<file path="src/hw/motor_pwm_timebase_lock_consts.vh">
`ifndef MOTOR_PWM_TIMEBASE_LOCK_CONSTS_VH
`define MOTOR_PWM_TIMEBASE_LOCK_CONSTS_VH

// Register indices; byte address is four times the index.
`define IDX_TIME_BASE_CONTROL     3'h0
`define IDX_TIME_BASE_COUNT       3'h1
`define IDX_TIME_BASE_PERIOD      3'h2
`define IDX_SPECIAL_EVENT_COMPARE 3'h3
`define IDX_PIN_PAIR_CONTROL      3'h4
`define IDX_FAULT_A_CONTROL       3'h5
`define IDX_FAULT_B_CONTROL       3'h6
`define IDX_UNLOCK_KEY            3'h7
`define ADDR_HIGH_ZERO_MSB        11

// Unlock keys.
`define KEY_FIRST                 16'hABCD
`define KEY_SECOND                16'h4321

// Unlock sequence states.
`define LOCK_IDLE                 2'h0
`define LOCK_GOT_FIRST            2'h1
`define LOCK_OPEN                 2'h2

// Time base control field positions.
`define TBC_ON_BIT                15
`define TBC_IDLE_HALT_BIT         13
`define TBC_POSTSCALE_MSB         7
`define TBC_POSTSCALE_LSB         4
`define TBC_PRESCALE_MSB          3
`define TBC_PRESCALE_LSB          2
`define TBC_MODE_MSB              1
`define TBC_MODE_LSB              0
`define TBC_WRITE_MASK            16'hA0FF

// Counting modes.
`define MODE_FREE_RUN             2'h0
`define MODE_SINGLE_EVENT         2'h1
`define MODE_UP_DOWN              2'h2
`define MODE_UP_DOWN_DOUBLE       2'h3

// Prescale terminal counts (period minus one).
`define PRESCALE_TC_1             6'h00
`define PRESCALE_TC_4             6'h03
`define PRESCALE_TC_16            6'h0F
`define PRESCALE_TC_64            6'h3F

// Fault control layout and reset value: all pairs enabled, latched mode.
`define FAULT_WRITE_MASK          16'h3F87
`define FAULT_RESET               16'h0007

// Cycles of clock enable after reset release before the pin strap is taken.
`define STRAP_SETTLE              2'h3

`endif

</file>
<file path="src/hw/README_none.v">
`timescale 1ns/1ps
`default_nettype none
`default_nettype wire

</file>
<file path="src/hw/motor_pwm_timebase_lock.v">
// Summary of operation
// - Pin pair control and both fault registers ignore writes unless unlocked or unprotected.
// - Protection is active whenever the lock configuration input is one.
// - Lock configuration zero lets protected registers be written freely.
// - Unlock is key write 0xABCD immediately followed by key write 0x4321.
// - Protected write must be the next access; any other access voids unlock.
// - One unlock permits exactly one protected register write.
// - Output postscale bits 7..4 divide period events by code plus one.
// - Prescale bits 3..2 give count tick every 1, 4, 16 or 64 clocks.
// - Mode 11 up/down double events, 10 up/down, 01 single event.
// - Count register bit 15 reads direction: one down, zero up.
// - Count register bits 14..0 hold live count, software readable and writable.
// - Period register holds 15-bit period; bit 15 reads zero.
// - Special event needs compare direction bit equal to counting direction.
// - Special event needs compare value equal to count bits 14..0.
// - Cleared pin enable bit hands the pin back to general purpose I/O.
// - Pin enables after reset follow ownership strap: one gives I/O, zero generator.
// - Every reset enables both faults in latched mode on all pairs.
//
// Chosen here: the APB slave port and the register offsets.
`timescale 1ns/1ps
`default_nettype none
`include "motor_pwm_timebase_lock_consts.vh"

module motor_pwm_timebase_lock (
    input  wire        mclk_i,
    input  wire        rst_i,
    input  wire        ce_i,
    // Register bus.
    input  wire        psel_i,
    input  wire        penable_i,
    input  wire        pwrite_i,
    input  wire [11:0] paddr_i,
    input  wire [31:0] pwdata_i,
    output wire [31:0] prdata_o,
    output wire        pready_o,
    output wire        pslverr_o,
    // Configuration and processor state.
    input  wire        write_lock_config_i,
    input  wire        pin_owner_at_reset_i,
    input  wire        cpu_idle_i,
    // Time base state and pulses.
    output wire        count_direction_o,
    output wire [14:0] count_value_o,
    output wire        period_event_o,
    output wire        postscale_tick_o,
    output wire        special_event_o,
    // Pin and fault control.
    output wire [2:0]  pair_independent_o,
    output wire [2:0]  high_pin_enable_o,
    output wire [2:0]  low_pin_enable_o,
    output wire [15:0] fault_a_control_o,
    output wire [15:0] fault_b_control_o
);

    // Word index of a byte address.
    function [2:0] reg_index;
        input [11:0] addr;
        begin
            reg_index = addr[4:2];
        end
    endfunction

    // Mapped means aligned and in the first eight words.
    function mapped;
        input [11:0] addr;
        begin
            mapped = (addr[`ADDR_HIGH_ZERO_MSB:5] == 7'h00) && (addr[1:0] == 2'h0);
        end
    endfunction

    // Prescaler terminal count per code.
    function [5:0] prescale_tc;
        input [1:0] code;
        begin
            case (code)
                2'h0: prescale_tc = `PRESCALE_TC_1;
                2'h1: prescale_tc = `PRESCALE_TC_4;
                2'h2: prescale_tc = `PRESCALE_TC_16;
                default: prescale_tc = `PRESCALE_TC_64;
            endcase
        end
    endfunction

    // Read data latch.
    reg  [31:0] prdata_q;

    // Time base registers.
    reg  [15:0] tbc_q;
    reg  [14:0] count_q;
    reg         dir_q;
    reg  [14:0] period_q;
    reg  [15:0] compare_q;

    // Registers behind the lock.
    reg  [2:0]  pair_q;
    reg  [2:0]  high_en_q;
    reg  [2:0]  low_en_q;
    reg  [15:0] fault_a_q;
    reg  [15:0] fault_b_q;

    // Unlock sequence position.
    reg  [1:0]  lock_q;

    // Dividers and event pulses.
    reg  [5:0]  presc_q;
    reg  [3:0]  post_q;
    reg         per_evt_q;
    reg         post_tick_q;
    reg         match_q;
    reg         sev_q;

    // Strap capture after reset.
    reg  [1:0]  settle_q;
    reg         strap_done_q;

    // Two-stage synchronisers.
    reg         lock_meta_q;
    reg         lock_sync_q;
    reg         owner_meta_q;
    reg         owner_sync_q;

    // Nothing is taken while the enable is low.
    wire        access    = psel_i & penable_i & ce_i;
    wire        setup     = psel_i & ~penable_i & ce_i;
    wire        is_mapped = mapped(paddr_i);
    wire [2:0]  idx       = reg_index(paddr_i);
    wire        wr_en     = access & pwrite_i & is_mapped;
    // Pair control and both fault registers are guarded.
    wire        wr_prot   = wr_en & ((idx == `IDX_PIN_PAIR_CONTROL) |
                                     (idx == `IDX_FAULT_A_CONTROL) |
                                     (idx == `IDX_FAULT_B_CONTROL));
    // Open when protection is off or the keys just matched.
    wire        unlocked  = ~lock_sync_q | (lock_q == `LOCK_OPEN);
    wire        prot_ok   = wr_prot & unlocked;

    // Time base control decode.
    wire [1:0]  mode      = tbc_q[`TBC_MODE_MSB:`TBC_MODE_LSB];
    wire        run       = tbc_q[`TBC_ON_BIT] & ~(tbc_q[`TBC_IDLE_HALT_BIT] & cpu_idle_i);
    wire        tick      = run & (presc_q == prescale_tc(tbc_q[`TBC_PRESCALE_MSB:`TBC_PRESCALE_LSB]));
    // A period below the count ends the up count.
    wire        at_period = (count_q >= period_q);
    wire        single_done = tick & (mode == `MODE_SINGLE_EVENT) & at_period;
    wire        match_now = (compare_q[14:0] == count_q) & (compare_q[15] == dir_q);

    // No wait states.
    assign pready_o           = 1'b1;
    // Only unmapped addresses are errors.
    assign pslverr_o          = psel_i & penable_i & ~is_mapped;
    assign prdata_o           = prdata_q;
    assign count_direction_o  = dir_q;
    assign count_value_o      = count_q;
    assign period_event_o     = per_evt_q;
    assign postscale_tick_o   = post_tick_q;
    assign special_event_o    = sev_q;

    // Control fields drive the pins directly.
    assign pair_independent_o = pair_q;
    assign high_pin_enable_o  = high_en_q;
    assign low_pin_enable_o   = low_en_q;
    assign fault_a_control_o  = fault_a_q;
    assign fault_b_control_o  = fault_b_q;

    // Configuration straps come from outside the clock domain.
    // The lock may change at run time; the strap is read once.
    always @(posedge mclk_i or posedge rst_i) begin
        if (rst_i) begin
            // Locked until the real level arrives.
            lock_meta_q  <= 1'b1;
            lock_sync_q  <= 1'b1;
            owner_meta_q <= 1'b0;
            owner_sync_q <= 1'b0;
        end else if (ce_i) begin
            // Only the second stage feeds logic.
            lock_meta_q  <= write_lock_config_i;
            lock_sync_q  <= lock_meta_q;
            owner_meta_q <= pin_owner_at_reset_i;
            owner_sync_q <= owner_meta_q;
        end
    end

    // Read data is captured in the setup phase and presented in the access phase.
    // A write leaves the latch at zero.
    always @(posedge mclk_i or posedge rst_i) begin
        if (rst_i) begin
            prdata_q <= 32'h0000_0000;
        end else if (setup) begin
            prdata_q <= 32'h0000_0000;
            // The key register reads as zero.
            if (is_mapped & ~pwrite_i) begin
                case (idx)
                    `IDX_TIME_BASE_CONTROL:     prdata_q[15:0] <= tbc_q;
                    `IDX_TIME_BASE_COUNT:       prdata_q[15:0] <= {dir_q, count_q};
                    `IDX_TIME_BASE_PERIOD:      prdata_q[15:0] <= {1'b0, period_q};
                    `IDX_SPECIAL_EVENT_COMPARE: prdata_q[15:0] <= compare_q;
                    `IDX_PIN_PAIR_CONTROL:      prdata_q[15:0] <= {5'h00, pair_q, 1'b0, high_en_q, 1'b0, low_en_q};
                    `IDX_FAULT_A_CONTROL:       prdata_q[15:0] <= fault_a_q;
                    `IDX_FAULT_B_CONTROL:       prdata_q[15:0] <= fault_b_q;
                    default:                    prdata_q[15:0] <= 16'h0000;
                endcase
            end
        end
    end

    // Unlock sequencer: every completed access advances or voids it.
    // The lock input only decides whether the result is used.
    always @(posedge mclk_i or posedge rst_i) begin
        if (rst_i) begin
            lock_q <= `LOCK_IDLE;
        end else if (access) begin
            // The first key restarts from any state.
            if (wr_en & (idx == `IDX_UNLOCK_KEY) & (pwdata_i[15:0] == `KEY_FIRST)) begin
                lock_q <= `LOCK_GOT_FIRST;
            end else if (wr_en & (idx == `IDX_UNLOCK_KEY) & (pwdata_i[15:0] == `KEY_SECOND) &
                         (lock_q == `LOCK_GOT_FIRST)) begin
                lock_q <= `LOCK_OPEN;
            end else begin
                // Reads, unmapped and other writes land here,
                // and an open lock closes after one write.
                lock_q <= `LOCK_IDLE;
            end
        end
    end

    // Protected registers and pin ownership strap.
    // Pins stay released until the strap is taken.
    always @(posedge mclk_i or posedge rst_i) begin
        if (rst_i) begin
            pair_q       <= 3'h0;
            high_en_q    <= 3'h0;
            low_en_q     <= 3'h0;
            fault_a_q    <= `FAULT_RESET;
            fault_b_q    <= `FAULT_RESET;
            settle_q     <= 2'h0;
            strap_done_q <= 1'b0;
        end else if (ce_i) begin
            // The strap is taken once it has passed the
            // synchroniser; pair control is not writable
            // before that.
            if (~strap_done_q) begin
                settle_q <= settle_q + 2'h1;
                if (settle_q == `STRAP_SETTLE) begin
                    strap_done_q <= 1'b1;
                    high_en_q    <= {3{~owner_sync_q}};
                    low_en_q     <= {3{~owner_sync_q}};
                end
            end else if (prot_ok & (idx == `IDX_PIN_PAIR_CONTROL)) begin
                pair_q    <= pwdata_i[10:8];
                high_en_q <= pwdata_i[6:4];
                low_en_q  <= pwdata_i[2:0];
            end
            // A fault is cleared by writing zero.
            if (prot_ok & (idx == `IDX_FAULT_A_CONTROL)) begin
                fault_a_q <= pwdata_i[15:0] & `FAULT_WRITE_MASK;
            end
            if (prot_ok & (idx == `IDX_FAULT_B_CONTROL)) begin
                fault_b_q <= pwdata_i[15:0] & `FAULT_WRITE_MASK;
            end
        end
    end

    // Plain configuration registers; a single event run clears the enable.
    always @(posedge mclk_i or posedge rst_i) begin
        if (rst_i) begin
            tbc_q     <= 16'h0000;
            period_q  <= 15'h0000;
            compare_q <= 16'h0000;
        end else if (ce_i) begin
            // A software write wins over the stop.
            if (wr_en & (idx == `IDX_TIME_BASE_CONTROL)) begin
                tbc_q <= pwdata_i[15:0] & `TBC_WRITE_MASK;
            end else if (single_done) begin
                tbc_q[`TBC_ON_BIT] <= 1'b0;
            end
            if (wr_en & (idx == `IDX_TIME_BASE_PERIOD)) begin
                period_q <= pwdata_i[14:0];
            end
            if (wr_en & (idx == `IDX_SPECIAL_EVENT_COMPARE)) begin
                compare_q <= pwdata_i[15:0];
            end
        end
    end

    // Prescaler, counter and direction.
    // Down counting occurs only in up/down modes.
    always @(posedge mclk_i or posedge rst_i) begin
        if (rst_i) begin
            presc_q   <= 6'h00;
            count_q   <= 15'h0000;
            dir_q     <= 1'b0;
            per_evt_q <= 1'b0;
        end else if (ce_i) begin
            per_evt_q <= 1'b0;
            // The prescaler restarts while stopped.
            if (~run) begin
                presc_q <= 6'h00;
            end else if (tick) begin
                presc_q <= 6'h00;
            end else begin
                presc_q <= presc_q + 6'h01;
            end
            // A count write wins over a tick.
            if (wr_en & (idx == `IDX_TIME_BASE_COUNT)) begin
                count_q <= pwdata_i[14:0];
            end else if (tick) begin
                case (mode)
                    `MODE_FREE_RUN, `MODE_SINGLE_EVENT: begin
                        // Mode 01 also stops at the period.
                        dir_q <= 1'b0;
                        if (at_period) begin
                            count_q   <= 15'h0000;
                            per_evt_q <= 1'b1;
                        end else begin
                            count_q <= count_q + 15'h0001;
                        end
                    end
                    default: begin
                        // Each value is visited once per turn, so a full
                        // cycle is twice the period. Mode 11 also flags
                        // arrival at the period, half a cycle from zero.
                        if (dir_q) begin
                            if (count_q <= 15'h0001) begin
                                count_q   <= 15'h0000;
                                dir_q     <= 1'b0;
                                per_evt_q <= 1'b1;
                            end else begin
                                count_q <= count_q - 15'h0001;
                            end
                        end else if (at_period) begin
                            dir_q     <= 1'b1;
                            count_q   <= (count_q == 15'h0000) ? 15'h0000 : count_q - 15'h0001;
                        end else begin
                            count_q   <= count_q + 15'h0001;
                            per_evt_q <= (mode == `MODE_UP_DOWN_DOUBLE) & (count_q + 15'h0001 == period_q);
                        end
                    end
                endcase
            end
        end
    end

    // Postscaler and special event trigger.
    // Both outputs are one-cycle pulses.
    always @(posedge mclk_i or posedge rst_i) begin
        if (rst_i) begin
            post_q      <= 4'h0;
            post_tick_q <= 1'b0;
            match_q     <= 1'b0;
            sev_q       <= 1'b0;
        end else if (ce_i) begin
            post_tick_q <= 1'b0;
            // Ticks on the last counted period event.
            if (per_evt_q) begin
                if (post_q == tbc_q[`TBC_POSTSCALE_MSB:`TBC_POSTSCALE_LSB]) begin
                    post_q      <= 4'h0;
                    post_tick_q <= 1'b1;
                end else begin
                    post_q <= post_q + 4'h1;
                end
            end
            // Fires on the first match cycle only,
            // and only while the time base is on.
            match_q <= match_now;
            sev_q   <= match_now & ~match_q & tbc_q[`TBC_ON_BIT];
        end
    end

endmodule
`default_nettype wire

</file>
<file path="config.mk">
export PLATFORM = sky130hd
export DESIGN_NAME = motor_pwm_timebase_lock
export DESIGN_NICKNAME = d
export VERILOG_FILES = /design/src/hw/README_none.v /design/src/hw/motor_pwm_timebase_lock.v
export VERILOG_INCLUDE_DIRS = /design/src /design/src/hw
export SDC_FILE = /design/constraint.sdc
export NUM_CORES = 1
export LEC_CHECK = 0
export CORE_ASPECT_RATIO = 0.5
export CORE_MARGIN = 5
export CORE_UTILIZATION = 30
export DETAILED_ROUTE_END_ITERATION = 7
export DONT_BUFFER_PORTS = 1
export PLACE_DENSITY = 0.41
export SETUP_SLACK_MARGIN = 0.02
export SYNTH_ARGS = -nofsm -noshare
export SYNTH_HDL_FRONTEND = slang
export SYNTH_SLANG_ARGS = --single-unit
export TNS_END_PERCENT = 30
</file>
<file path="constraint.sdc">
create_clock -name mclk_i -period 6.5 [get_ports mclk_i]
set_input_delay 1.3 -clock mclk_i [delete_from_list [all_inputs] [get_ports mclk_i]]
set_output_delay 1.3 -clock mclk_i [all_outputs]
set_load 0.03 [all_outputs]
</file>
==> metrics, run 1 <==
detailed-placement wirelength estimate 20800 µm; Net Sw Frac 0.263; buffers added on ports 0; RSZ-0062 raised after global routing no; warnings from Yosys 0; area of the core region 26300 µm²; CP Data Arrival Time 3.84 ns; number of nets in the layout 920; clock power share 0.497; DR pass1 iterations 5; setup TNS 0 ns; PnR Total Power 1.95 mW; number of distinct library cells after synthesis 71; combinational fraction of design power 0.056; startpoint kind of the worst setup timing path register; via count of the first global-routing pass 6358; Worst Slack Setup Final 3.01 ns; Psw 0.513 mW; Peak Freq 0.287 GHz; reg2reg setup slack 3.01 ns; global-route wire length before repair 43300 µm; average cell area after synthesis 9.23 µm²; Critical Path RT 6.85 ns; root buffer cell sky130_fd_sc_hd__clkbuf_16; minimum setup slack after placement 2.71 ns; Int Power 1.44 mW; Min Hold Slack 0.482 ns; per-cell via count in the routed design 5.54; sequential fraction of design power 0.446; Worst-path clk slew 0.06 ns; remaining max-slew budget at the tightest pin 0.213; maximum vdd ir drop 149 µV; dominant synthesized flop cell sky130_fd_sc_hd__dfrtp_1; Reg-to-Reg Start count_value_o[1]; static leakage 3.71 nW; number of antenna repair diodes 0; endpoint of the worst hold-timing path settle_q[0]; Inserted Clock Buffers 17; hold_buf cts 0; number of endpoints with negative hold slack in the final report 0; TritonCTS clock tree yes; kind of end point of the critical path register; instance count of the mapped netlist 862; Avg WL per Cell 24.0 µm; fraction of synthesis flops using an asynchronous set or reset pin 1.00; DIE HEIGHT 125 µm; maximum buffer depth of the clock tree 2; worst r2r path cells 8; Placed Area 8220 µm²; most common library cell in the layout ignoring fill and taps sky130_fd_sc_hd__dfrtp_1; EDFF count, synth 0; clock latency on the worst-skew pair 0.43 ns; starting density of the core 0.303; type of the worst min-delay path register to register; count of endpoints failing setup in the final report 0; maximum number of pins on one net before global-route repair 80; area share of the largest cell type after synthesis 0.368; transition time of the tightest slew-check pin 1.17 ns; Design Area, Final 8810 µm²; layout cells sized above 1 0.162; count of H-tree levels built during CTS 4; number of register bits inferred by synthesis 125; cell depth of the worst min-delay path 1; post-route minimum period 3.49 ns; routed wire length 29000 µm; Worst Clk Skew 0.0110 ns; number of max-cap violations 0; via count 6704; fin crit share 0.537; number of placement rows 42; GR Util All Layers 0.191; GRT Residual Overflow 0; area delta synth->final 10.7%; die span in x 240 µm; critical hold path startpoint settle_q[0]; post-CTS setup buffer count 0; Synth area leaders sky130_fd_sc_hd__dfrtp_1 (37%), sky130_fd_sc_hd__mux2_2 (8.9%), sky130_fd_sc_hd__o21ai_0 (4.7%); number of violations reported at the end of detailed-routing iteration 0 623; antenna violations before repair 1; overall die area 30100 µm²; final weighted congestion in routability-driven placement 0.818; type of the worst setup path register to register; final routed DRC violation total 0; total count of max-transition violations in the final report 0; capture point of the worst reg-to-reg path period_event_o; part of the Yosys area used for sequential elements 0.395; cell area after synthesis 7950 µm²; number of gates resized after cts 0; pwr/cell area 222 nW/µm²; Synth area leader sky130_fd_sc_hd__dfrtp_1; number of clock sinks seen by CTS 125; most frequent cells in the layout sky130_fd_sc_hd__dfrtp_1 (117), sky130_fd_sc_hd__nand2_1 (85), sky130_fd_sc_hd__o21ai_0 (75); count of boundary I/O pins 147; post-detailed-route count of antenna-violating nets 0; outcome complete, no violations; Max FO, Critical Path 12
-- power groups by stage --
stage / logic, mW / clock network [mW] / registers, mW
after floorplan: 0.113 / 0 / 0.871
after global placement: 0.110 / 0 / 0.885
after detailed placement: 0.112 / 0 / 0.886
after CTS: 0.112 / 0.996 / 0.872
after global routing: 0.126 / 1.03 / 0.875
final: 0.110 / 0.971 / 0.871
-- synthesized netlist by cell type (3+ instances only) --
library cell,number
sky130_fd_sc_hd__dfrtp_1,117
sky130_fd_sc_hd__nand2_1,85
sky130_fd_sc_hd__o21ai_0,75
sky130_fd_sc_hd__mux2_2,63
sky130_fd_sc_hd__nor2_1,44
sky130_fd_sc_hd__clkbuf_1,37
sky130_fd_sc_hd__nand3_1,36
sky130_fd_sc_hd__xnor2_1,33
sky130_fd_sc_hd__buf_4,32
sky130_fd_sc_hd__a21oi_1,30
sky130_fd_sc_hd__inv_1,26
sky130_fd_sc_hd__a22oi_1,25
sky130_fd_sc_hd__ha_1,22
sky130_fd_sc_hd__nor3_1,22
sky130_fd_sc_hd__nand4_1,14
sky130_fd_sc_hd__nor4_1,12
sky130_fd_sc_hd__xor2_1,11
sky130_fd_sc_hd__a221oi_1,10
sky130_fd_sc_hd__or3_1,10
sky130_fd_sc_hd__buf_1,9
sky130_fd_sc_hd__nand2b_1,9
sky130_fd_sc_hd__dfstp_2,8
sky130_fd_sc_hd__nor2b_1,8
sky130_fd_sc_hd__a211oi_1,7
sky130_fd_sc_hd__a22o_1,7
sky130_fd_sc_hd__and3_1,7
sky130_fd_sc_hd__or2_2,7
sky130_fd_sc_hd__a21o_1,6
sky130_fd_sc_hd__mux2i_1,6
sky130_fd_sc_hd__o211ai_1,6
sky130_fd_sc_hd__o31ai_1,6
sky130_fd_sc_hd__buf_2,5
sky130_fd_sc_hd__nand3b_1,5
sky130_fd_sc_hd__and4_1,4
sky130_fd_sc_hd__nor4b_1,4
sky130_fd_sc_hd__and2_1,3
sky130_fd_sc_hd__o21a_1,3
sky130_fd_sc_hd__or4_1,3
-- final cells by class --
class / instances / area [µm²]
sequential: 125 / 3140
tap: 352 / 440
clock buffer: 23 / 478
timing repair buffer: 20 / 150
inverter: 26 / 103
multi-input combinational: 655 / 4390
clock inverter: 9 / 111
fill: 2755 / 17500
-- routing by layer --
metal	up-vias	track usage	part of all wire
li1	3049	-	-
met1	3397	0.285	0.48
met2	235	0.277	0.43
met3	23	0.0517	0.078
met4	0	0.0397	0.012
met5	-	0	0
-- critical path: stages, from the launching register on --
cell and delay [ns]:
sky130_fd_sc_hd__dfrtp_1 0.91, sky130_fd_sc_hd__ha_1 0.42, sky130_fd_sc_hd__nand4_1 0.32, sky130_fd_sc_hd__nor4_1 0.53
sky130_fd_sc_hd__xnor2_1 0.17, sky130_fd_sc_hd__nand4_1 0.10, sky130_fd_sc_hd__a2111o_1 0.42, sky130_fd_sc_hd__o311a_1 0.40
sky130_fd_sc_hd__o2bb2ai_2 0.12
-- cells by family after synthesis --
kind of cell	share of synthesized area
AO/OA/AOI/OAI	0.173
multiplexers	0.102
AND/OR/NAND/NOR	0.179
other	0.000944
flip-flops	0.395
adder cells (fa/ha/maj)	0.0346
buffers and inverters	0.0673
XOR/XNOR	0.0485
-- worst max-delay path by stage --
| stage | endpoint | slack, ns | startpoint |
|---|---|---|---|
| finish | period_event_o | 3.01 | count_value_o[1] |
| global route | period_event_o | 2.82 | count_value_o[1] |
| CTS | period_event_o | 3.03 | count_value_o[1] |
| detailed placement | low_pin_enable_o[0] | 2.71 | paddr_i[9] |
| global placement | low_pin_enable_o[1] | 2.75 | paddr_i[9] |
| floorplan | compare_q[0] | 1.89 | rst_i |
-- sequential cells by signal (all words and copies together), names as in the netlist, 2 cells and up --
signal,cells
low_pin_enable_o,3
fault_a_control_o,10
post_q,4
presc_q,6
high_pin_enable_o,3
compare_q,16
fault_b_control_o,10
pair_independent_o,3
tbc_q,10
period_q,15
prdata_o,16
settle_q,2
count_value_o,15
lock_q,2
-- per-stage QoR --
step / utilization / instances
2_1_floorplan: - / 889
3_3_place_gp: 0.313 / 1178
3_5_place_dp: 0.313 / 1178
4_1_cts: 0.335 / 1210
5_1_grt: 0.335 / 1210
6_report: 0.335 / 1210
Note: power is estimated with default switching activity, not from simulation.
==> inputs of run 2 (changes only) <==
PLACE_DENSITY = 0.42   (was 0.41)
clock period = 3 ns   (was 6.5 ns; I/O delays follow)
==> metrics, run 2 (same netlist as run 1, synthesis figures left out) <==
type of the worst setup path register to register; via count of the first global-routing pass 6670; routed wire length 29500 µm; number of antenna repair diodes 0; Inserted Clock Buffers 17; capture point of the worst reg-to-reg path tbc_q[15]; CP endpoint tbc_q[15]; type of the worst min-delay path input port to asynchronous set/reset pin; worst r2r path cells 11; count of H-tree levels built during CTS 4; count of boundary I/O pins 147; remaining max-slew budget at the tightest pin 0.463; per-cell via count in the routed design 5.48; number of violations reported at the end of detailed-routing iteration 0 646; post-CTS setup buffer count 0; sequential fraction of design power 0.449; total count of max-transition violations in the final report 0; Worst Clk Skew 0.0104 ns; most frequent cells in the layout sky130_fd_sc_hd__dfrtp_1 (117), sky130_fd_sc_hd__nand2_1 (85), sky130_fd_sc_hd__o21ai_0 (75); clock latency on the worst-skew pair 0.43 ns; area delta synth->final 16.1%; GR Util All Layers 0.195; area of the core region 26300 µm²; outcome complete, no violations; Worst-path clk slew 0.07 ns; Int Power 3.01 mW; DIE HEIGHT 125 µm; starting density of the core 0.303; fin crit share 0.958; final routed DRC violation total 0; TritonCTS clock tree yes; number of endpoints with negative hold slack in the final report 0; via count 6922; global-route wire length before repair 44300 µm; reg2reg setup slack 0.13 ns; number of nets in the layout 972; overall die area 30100 µm²; pwr/cell area 455 nW/µm²; CP Data Arrival Time 3.22 ns; clock power share 0.491; number of standard cells in the final layout excluding fillers 1262; maximum number of pins on one net before global-route repair 73; kind of end point of the critical path register; die span in x 240 µm; count of endpoints failing setup in the final report 0; detailed-placement wirelength estimate 22000 µm; Reg-to-Reg Start count_value_o[0]; number of gates resized after cts 0; startpoint kind of the worst setup timing path register; final weighted congestion in routability-driven placement 0.848; post-route minimum period 2.87 ns; antenna violations before repair 1; transition time of the tightest slew-check pin 0.805 ns; post-detailed-route count of antenna-violating nets 0; combinational fraction of design power 0.060; root buffer cell sky130_fd_sc_hd__clkbuf_16; Avg WL per Cell 23.4 µm; hold_buf cts 0; setup TNS 0 ns; most common library cell in the layout ignoring fill and taps sky130_fd_sc_hd__dfrtp_1; buffers added on ports 0; DR pass1 iterations 7; number of max-cap violations 0; Critical Path RT 3.35 ns; Peak Freq 0.348 GHz; Psw 1.19 mW; maximum buffer depth of the clock tree 2; maximum vdd ir drop 343 µV; layout cells sized above 1 0.212; utilization after layout 0.351; number of placement rows 42; launch point of the critical path count_value_o[0]; GRT Residual Overflow 0; static leakage 3.97 nW; RSZ-0062 raised after global routing yes; # placed instances 1230; Net Sw Frac 0.283; Max FO, Critical Path 25; number of clock sinks seen by CTS 125
==> run 2: per-layer routing <==
layer | GRT usage | vias to the layer above | part of all wire | wire length [µm]
met3 | 0.0400 | 32 | 0.057 | 1670
met1 | 0.292 | 3502 | 0.49 | 14600
met4 | 0.0407 | 0 | 0.011 | 338
met5 | 0 | - | 0 | 0
met2 | 0.292 | 222 | 0.44 | 12900
li1 | - | 3166 | - | -
==> run 2: power by group through the flow <==
stage	sequential (mW)	combinational, mW	clock, mW
6_report	1.89	0.252	2.06
5_1_grt	1.90	0.288	2.17
4_1_cts	1.89	0.254	2.09
3_5_place_dp	1.92	0.254	0
3_3_place_gp	1.92	0.251	0
2_1_floorplan	1.89	0.245	0
==> run 2: worst min-delay path by stage <==
stage / depth (start not counted) / to / startpoint
detailed placement: 1 / settle_q[0] / settle_q[0]
global placement: 1 / settle_q[0] / settle_q[0]
CTS: 2 / prdata_o[3] / rst_i
global route: 2 / prdata_o[3] / rst_i
floorplan: 1 / settle_q[0] / settle_q[0]
finish: 2 / prdata_o[14] / rst_i
==> run 2: layout make-up <==
| type | count | area, µm² |
|---|---|---|
| Sequential cell | 125 | 3140 |
| Timing Repair Buffer | 72 | 591 |
| Clock buffer | 19 | 443 |
| Fill cell | 2684 | 17000 |
| Clock inverter | 13 | 131 |
| Inverter | 26 | 101 |
| Multi-Input combinational cell | 655 | 4390 |
| Tap cell | 352 | 440 |
==> run 2: critical path, stage by stage, from the launching register on <==
cell and delay (ns):
sky130_fd_sc_hd__dfrtp_1 0.55, sky130_fd_sc_hd__inv_1 0.10, sky130_fd_sc_hd__ha_1 0.32, sky130_fd_sc_hd__nor2b_1 0.11
sky130_fd_sc_hd__o21ai_0 0.12, sky130_fd_sc_hd__a21oi_1 0.31, sky130_fd_sc_hd__o21ai_1 0.17, sky130_fd_sc_hd__buf_12 0.19
sky130_fd_sc_hd__o21ai_0 0.47, sky130_fd_sc_hd__buf_4 0.20, sky130_fd_sc_hd__o21ai_0 0.08, sky130_fd_sc_hd__o21ai_0 0.15
==> run 2: per-stage QoR <==
stage | cell area [µm²] | worst slack [ns] | hold slack, ns | total power, mW
after floorplan | 8060 | 0.290 | 0.448 | 2.13
after global placement | 8650 | 0.173 | 0.461 | 2.17
after detailed placement | 8650 | 0.188 | 0.468 | 2.17
after CTS | 9230 | 0.168 | 0.174 | 4.24
after global routing | 9230 | 0.0327 | 0.190 | 4.35
final | 9230 | 0.127 | 0.164 | 4.20
